==> config.mk <==
export PLATFORM = sky130hd
export DESIGN_NAME = switch_bridge_status_regs
export DESIGN_NICKNAME = d
export VERILOG_FILES = /design/src/status_regs_pkg.sv /design/src/switch_bridge_status_regs.sv /design/src/sync_bits.sv /design/src/sticky_flags.sv
export SDC_FILE = /design/constraint.sdc
export NUM_CORES = 1
export LEC_CHECK = 0
export ABC_AREA = 1
export BUFFER_PORTS_ARGS = -buffer_cell sky130_fd_sc_hd__buf_2
export CAP_MARGIN = 20
export CORE_MARGIN = 8
export CORE_UTILIZATION = 53
export DETAILED_ROUTE_END_ITERATION = 12
export PLACE_DENSITY = 0.83
export RECOVER_POWER = 50
export SLEW_MARGIN = 20
export SYNTH_ARGS = -nofsm -noshare
export SYNTH_HDL_FRONTEND = slang
export SYNTH_HIERARCHICAL = 1
export SYNTH_SLANG_ARGS = --single-unit
==> constraint.sdc <==
create_clock -name mclk_in -period 1.7 [get_ports mclk_in]
set_clock_uncertainty 0.05 [all_clocks]
set_input_delay 0.085 -clock mclk_in [delete_from_list [all_inputs] [get_ports mclk_in]]
set_output_delay 0.085 -clock mclk_in [all_outputs]
set_load 0.05 [all_outputs]
==> src/status_regs_pkg.sv <==
// Purpose: Shared constants and types for the switch and bridge status registers
// Assumes: 16-bit registers, 7-bit register addresses on the host port
// Notes: Offsets are the register addresses as seen by the host
package status_regs_pkg;
  localparam int REG_WIDTH = 16;
  localparam int ADDR_WIDTH = 7;
  localparam int NUM_SWITCH = 3;
  localparam int NUM_BRIDGE = 3;
  localparam int NUM_PWM = 6;
  // ==========================================================================
  // Register offsets
  localparam logic [ADDR_WIDTH-1:0] FAULT_STATUS_ADDR = 7'h46;
  localparam logic [ADDR_WIDTH-1:0] GENERAL_STATUS_ADDR = 7'h50;
  // ==========================================================================
  // Field positions
  localparam int OVERTEMP_LSB = 10;
  localparam int OPENLOAD_LSB = 5;
  localparam int OVERCURRENT_LSB = 0;
  localparam int BRIDGE_LEVEL_LSB = 6;
  localparam int PWM_LEVEL_LSB = 0;
  // ==========================================================================
  // Reset values and masks
  localparam logic [REG_WIDTH-1:0] FAULT_RESET_VALUE = 16'h0000;
  localparam logic [REG_WIDTH-1:0] GENERAL_RESET_VALUE = 16'h0000;
  localparam logic [REG_WIDTH-1:0] FAULT_RESTART_KEEP = 16'h3FFF;
  localparam logic [REG_WIDTH-1:0] GENERAL_RESTART_KEEP = 16'h00C1;
  localparam logic [1:0] BRIDGE_MODE_SENSE = 2'h3;

  typedef struct packed {
    logic [NUM_SWITCH-1:0] overtemp;
    logic [NUM_SWITCH-1:0] openload;
    logic [NUM_SWITCH-1:0] overcurrent;
  } fault_events_type;

  typedef struct packed {
    logic valid;
    logic [ADDR_WIDTH-1:0] addr;
  } read_req_type;
endpackage

==> src/switch_bridge_status_regs.sv <==
// Purpose: Fault status and general status registers for switches and bridges
// Assumes: Fault detectors deliver synchronous level inputs; PWM and bridge
//          comparator pins are asynchronous and are synchronised here
// Notes: Read data appears one cycle after the read request
`timescale 1ns/1ps
`default_nettype none
// Behaviour
// - Overtemperature flags of switches three, two, one sit at bits 12, 11, 10.
// - Open-load flags of switches three, two, one sit at bits 7, 6, 5.
// - Overcurrent flags of switches three, two, one sit at bits 2, 1, 0.
// - All reserved bits of both registers read as zero.
// - Power-on reset clears fault register; restart keeps the flag bits.
// - Bridge levels at bits 8:6 when mode is 11 and pump enabled.
// - Bridge level bit is zero when pump off or mode not 11.
// - Levels of PWM inputs two to six reported at bits 1 to 5.
// - Level of shared first PWM input reported at bit 0.
// - Restart clears general register except bits 7:6 and 0; reset clears all.
module switch_bridge_status_regs
  import status_regs_pkg::*;
#(
  parameter int SYNC_STAGES_UNUSED = 0
) (
  input wire logic mclk_in,
  input wire logic reset_in,
  input wire logic restart_in,
  input wire read_req_type read_req_in,
  input wire fault_events_type fault_events_in,
  input wire logic [NUM_BRIDGE*2-1:0] bridge_mode_field_in,
  input wire logic charge_pump_enable_in,
  input wire logic [NUM_BRIDGE-1:0] bridge_output_node_high_in,
  input wire logic [NUM_PWM-1:0] pwm_pin_in,
  output logic [REG_WIDTH-1:0] read_data_out,
  output logic read_valid_out
);
  // ==========================================================================
  // Pin synchronisation
  logic [NUM_PWM-1:0] pwm_sync;
  logic [NUM_BRIDGE-1:0] node_sync;

  sync_bits #(.WIDTH(NUM_PWM)) pwm_sync_inst (
    .mclk_in(mclk_in),
    .reset_in(reset_in),
    .async_in(pwm_pin_in),
    .sync_out(pwm_sync)
  );

  sync_bits #(.WIDTH(NUM_BRIDGE)) node_sync_inst (
    .mclk_in(mclk_in),
    .reset_in(reset_in),
    .async_in(bridge_output_node_high_in),
    .sync_out(node_sync)
  );

  // ==========================================================================
  // Address decode
  wire fault_hit = read_req_in.valid && (read_req_in.addr == FAULT_STATUS_ADDR);
  wire general_hit = read_req_in.valid && (read_req_in.addr == GENERAL_STATUS_ADDR);

  // ==========================================================================
  // Fault flags
  logic [3*NUM_SWITCH-1:0] fault_flags;

  sticky_flags #(.WIDTH(3*NUM_SWITCH)) fault_flags_inst (
    .mclk_in(mclk_in),
    .reset_in(reset_in),
    .restart_in(restart_in),
    .event_in(fault_events_in),
    .clear_in(fault_hit),
    .flags_out(fault_flags)
  );

  fault_events_type flags_view;
  assign flags_view = fault_events_type'(fault_flags);

  logic [REG_WIDTH-1:0] fault_word;
  always_comb begin
    fault_word = '0;
    fault_word[OVERTEMP_LSB +: NUM_SWITCH] = flags_view.overtemp;
    fault_word[OPENLOAD_LSB +: NUM_SWITCH] = flags_view.openload;
    fault_word[OVERCURRENT_LSB +: NUM_SWITCH] = flags_view.overcurrent;
  end

  // ==========================================================================
  // General status, sampled each cycle
  logic [NUM_BRIDGE-1:0] bridge_level_d;
  logic [REG_WIDTH-1:0] general_d;
  logic [REG_WIDTH-1:0] general_q;

  genvar g;
  generate
    for (g = 0; g < NUM_BRIDGE; g++) begin : gen_bridge
      // Level only meaningful in sense mode with pump running
      assign bridge_level_d[g] = charge_pump_enable_in
        && (bridge_mode_field_in[2*g +: 2] == BRIDGE_MODE_SENSE)
        && node_sync[g];
    end
  endgenerate

  always_comb begin
    general_d = '0;
    general_d[BRIDGE_LEVEL_LSB +: NUM_BRIDGE] = bridge_level_d;
    general_d[PWM_LEVEL_LSB +: NUM_PWM] = pwm_sync;
  end

  // Restart clears all but bits 7:6 and 0, which are simply retained
  always_ff @(posedge mclk_in) begin
    if (reset_in) begin
      general_q <= GENERAL_RESET_VALUE;
    end else if (restart_in) begin
      general_q <= general_q & GENERAL_RESTART_KEEP;
    end else begin
      general_q <= general_d;
    end
  end

  // ==========================================================================
  // Read port
  wire [REG_WIDTH-1:0] read_mux = fault_hit ? fault_word :
                                  general_hit ? general_q : '0;

  always_ff @(posedge mclk_in) begin
    if (reset_in) begin
      read_data_out <= '0;
      read_valid_out <= 1'b0;
    end else begin
      read_data_out <= read_mux;
      read_valid_out <= read_req_in.valid;
    end
  end
endmodule
`default_nettype wire

==> src/sync_bits.sv <==
// Purpose: Two-stage synchroniser for a group of pin levels
// Assumes: Inputs asynchronous to mclk_in
// Notes: First stage is read only by the second stage
`timescale 1ns/1ps
`default_nettype none
module sync_bits #(
  parameter int WIDTH = 1
) (
  input wire logic mclk_in,
  input wire logic reset_in,
  input wire logic [WIDTH-1:0] async_in,
  output logic [WIDTH-1:0] sync_out
);
  logic [WIDTH-1:0] meta_q;

  always_ff @(posedge mclk_in) begin
    if (reset_in) begin
      meta_q <= '0;
      sync_out <= '0;
    end else begin
      meta_q <= async_in;
      sync_out <= meta_q;
    end
  end
endmodule
`default_nettype wire

==> src/sticky_flags.sv <==
// Purpose: Sticky fault flags cleared by a host read
// Assumes: Fault inputs are synchronous to mclk_in
// Notes: A live fault holds its flag through the clearing read
`timescale 1ns/1ps
`default_nettype none
module sticky_flags #(
  parameter int WIDTH = 9
) (
  input wire logic mclk_in,
  input wire logic reset_in,
  input wire logic restart_in,
  input wire logic [WIDTH-1:0] event_in,
  input wire logic clear_in,
  output logic [WIDTH-1:0] flags_out
);
  logic [WIDTH-1:0] flags_d;

  // Set beats clear so an event in the reading cycle is not lost
  assign flags_d = (clear_in ? '0 : flags_out) | event_in;

  // Restart keeps the flags, even through a read; only power-on or soft reset, or a host read outside restart, clears them
  always_ff @(posedge mclk_in) begin
    if (reset_in) begin
      flags_out <= '0;
    end else if (!restart_in) begin
      flags_out <= flags_d;
    end
  end
endmodule
`default_nettype wire

==> flow_metrics.py <==
metrics = {
    "outcome": {
        "status": "completed",
    },
    "detailed_routing": {
        "postRouteAntennaNets": 0,
        "drt-vias-per-instance": 4.415,
        "wirelength_mm": 3.602,
        "num_vias": 1426,
        "drc": 0,
        "dr.pass1.iters": 5,
        "wl_per_cell_um": 11.15,
        "dr.first_iter.drc_count": 98,
    },
    "synthesis": {
        "synth_area_per_cell_sq_um": 8.474,
        "synth_top_cell_area_share": 0.5846,
        "synth_edf_count": 0,
        "netlist_area_sq_um": 1678,
        "ys_ff_latch": 49,
        "async_flop_share": 0,
        "synth_seq_area_share": 0.5846,
        "synth_cell_types": 20,
        "yosysWarnings": 6,
        "synth_top_area_cell": "dfxtp_1",
        "synth_flop_cell": "dfxtp_1",
        "synth_area_leaders": "dfxtp_1 (58%), inv_1 (8.3%), nor2_1 (7.8%), nand2_1 (7.2%), nand4_1 (3.4%)",
        "yosys.cell_count.top_type": "dfxtp_1",
        "syn_inst": 198,
        "synthTopCellsByCount": "dfxtp_1 (49), inv_1 (37), nor2_1 (35)",
    },
    "timing": {
        "hold_violations": 0,
        "worstMarginPinSlew_ps": 878.9,
        "setup_viol": 0,
        "slew_headroom": 0.4141,
        "whs_ps": 18.19,
        "min_period_ps": 1503,
        "finalSetupTns_ps": 0,
        "final_max_slew_viol_count": 0,
        "grt_setup_unrepaired": "false",
        "period_share": 0.8842,
        "fmax_ghz": 0.6652,
    },
    "clock_network": {
        "tritoncts": "done",
        "htreeDepth": 2,
        "numCtsBuffers": 5,
        "clkSinkCount": 49,
        "clock_path_buffers": 2,
        "path_clk_slew_ps": 130,
        "clk_latency_ps": 350,
        "postCtsResizedCells": 0,
        "cts-root-buf": "clkbuf_4",
    },
    "critical_path": {
        "worst-setup-path-type": "input pin to register",
        "cp_data_arrival_time_ps": 1740,
        "crit_path_start_kind": "input pin",
        "path_max_fanout": 6,
        "crit_required_ps": 1940,
        "worstSetupEndpointType": "register",
    },
    "final_layout": {
        "regArea_sq_um": 980.9,
        "drive_gt1_frac": 0.2222,
        "nFillCells": 209,
        "finalNetCount": 314,
        "multiInputGateArea_sq_um": 516.7,
        "area_delta_synth_final_pct": 37.81,
        "num_antenna_cells": 0,
    },
    "power": {
        "power.leakage_nw": 1.135,
        "worst_ir_drop_vdd_mv": 0.6608,
        "powerDensity_nw_per_um2": 955.9,
    },
    "place": {
        "hpwlAfterDp_mm": 2.322,
        "port_buffers": 48,
        "gp_congestion": 0.7775,
    },
    "job": {
        "max_cap_violations": 0,
    },
    "floorplan": {
        "io_pins": 53,
        "die-area_sq_um": 5222,
        "die_width_um": 72.27,
        "fp.dieH_um": 72.27,
        "coreArea_sq_um": 3028,
        "fp-row-count": 20,
        "start_util": 0.5541,
    },
    "global_route": {
        "grt-ovfl-total": 0,
        "antenna_found_initial": 0,
        "grt_pass1_vias": 1428,
        "grt_pass1_wl_mm": 6.016,
        "grt.total_usage": 0.1472,
        "grt_max_degree": 21,
    },
    "min_path": {
        "hold_class": "input pin to register",
    },
}
## worst paths after layout
| path | cells after the start | end | startpoint | slack [ps] |
|---|---|---|---|---|
| min reg2reg | 2 | pwm_sync_inst/sync_out[1] | pwm_sync_inst/meta_q[1] | 360 |
| max reg2reg | 3 | general_q[7] | node_sync_inst/sync_out[1] | 470 |
| min | 4 | read_data_out[2] | read_req_in[2] | 20 |
| max | 6 | general_q[7] | restart_in | 200 |
## timing repair
item | in CTS | in global routing
hold buffers | 27 | 0
setup buffers | 0 | 0
endpoints found under the hold margin | 23 | 0
## cell type report
class | count | area share
clock inverter | 3 | 0.02814
sequential | 49 | 0.4242
multi-input combinational | 107 | 0.2235
timing repair buffer | 76 | 0.2208
inverter | 39 | 0.06331
clock buffer | 5 | 0.01623
tap | 44 | 0.02381
## layer usage
metal	vias up	share of wire	track usage	wire [um]
met5	-	0	0	0
met4	0	0.013	0.06803	47
met3	5	0.064	0.05096	230
met2	45	0.52	0.2658	1884
met1	631	0.40	0.1472	1440
li1	745	-	-	-
## placed cells by master (no fill, tap or decap), types with 5 or more instances in the layout
| cell type | count |
|---|---|
| clkbuf_4 | 5 |
| buf_2 | 45 |
| a21oi_1 | 11 |
| dlygate4sd3_1 | 27 |
| nor2_1 | 35 |
| nand3_1 | 6 |
| nand4_1 | 9 |
| dfxtp_1 | 49 |
| nand2_1 | 32 |
| inv_1 | 38 |
## registers in the layout, summed over array words and instances (netlist names)
register / count
pwm_sync_inst/sync_out: 6
read_data_out: 12
fault_flags_inst/flags_out: 9
general_q: 9
pwm_sync_inst/meta_q: 6
node_sync_inst/sync_out: 3
node_sync_inst/meta_q: 3
read_valid_out: 1
## stage by stage
| stage | area, sq um | cells | total power, mW | utilization | worst slack (ps) |
|---|---|---|---|---|---|
| after detailed placement | 1947 | 288 | 1.387 | 0.6430 | 541.6 |
| after global placement | 1947 | 288 | 1.380 | 0.6430 | 574.8 |
| after CTS | 2320 | 323 | 2.222 | 0.7661 | 257.8 |
| final | 2312 | 323 | 2.210 | 0.7636 | 196.8 |
| after floorplan | 1689 | 201 | 1.329 | - | 749.5 |
| after global routing | 2312 | 323 | 2.303 | 0.7636 | 170.9 |
## kinds of logic (layout without fill, tap and decap cells)
family | count (synthesis) | count (layout) | synth area share
AO/OA/AOI/OAI | 12 | 12 | 0.03579
buffers and inverters | 45 | 123 | 0.1141
flip-flops | 49 | 49 | 0.5846
other | 1 | 4 | 0.002235
AND/OR/NAND/NOR | 91 | 91 | 0.2632
## power by group
group | internal, mW | total [mW] | switching [mW]
Clock | 0.455 | 0.802 | 0.346
Combinational | 0.0944 | 0.208 | 0.113
Sequential | 1.19 | 1.20 | 0.0134
## worst max-delay path: stages
cell and delay (ps):
dlygate4sd3_1 530, buf_2 160, nor2_1 170, nand4_1 90, dlygate4sd3_1 570, a21oi_1 130
No activity file was read; power rests on OpenSTA's default activity.
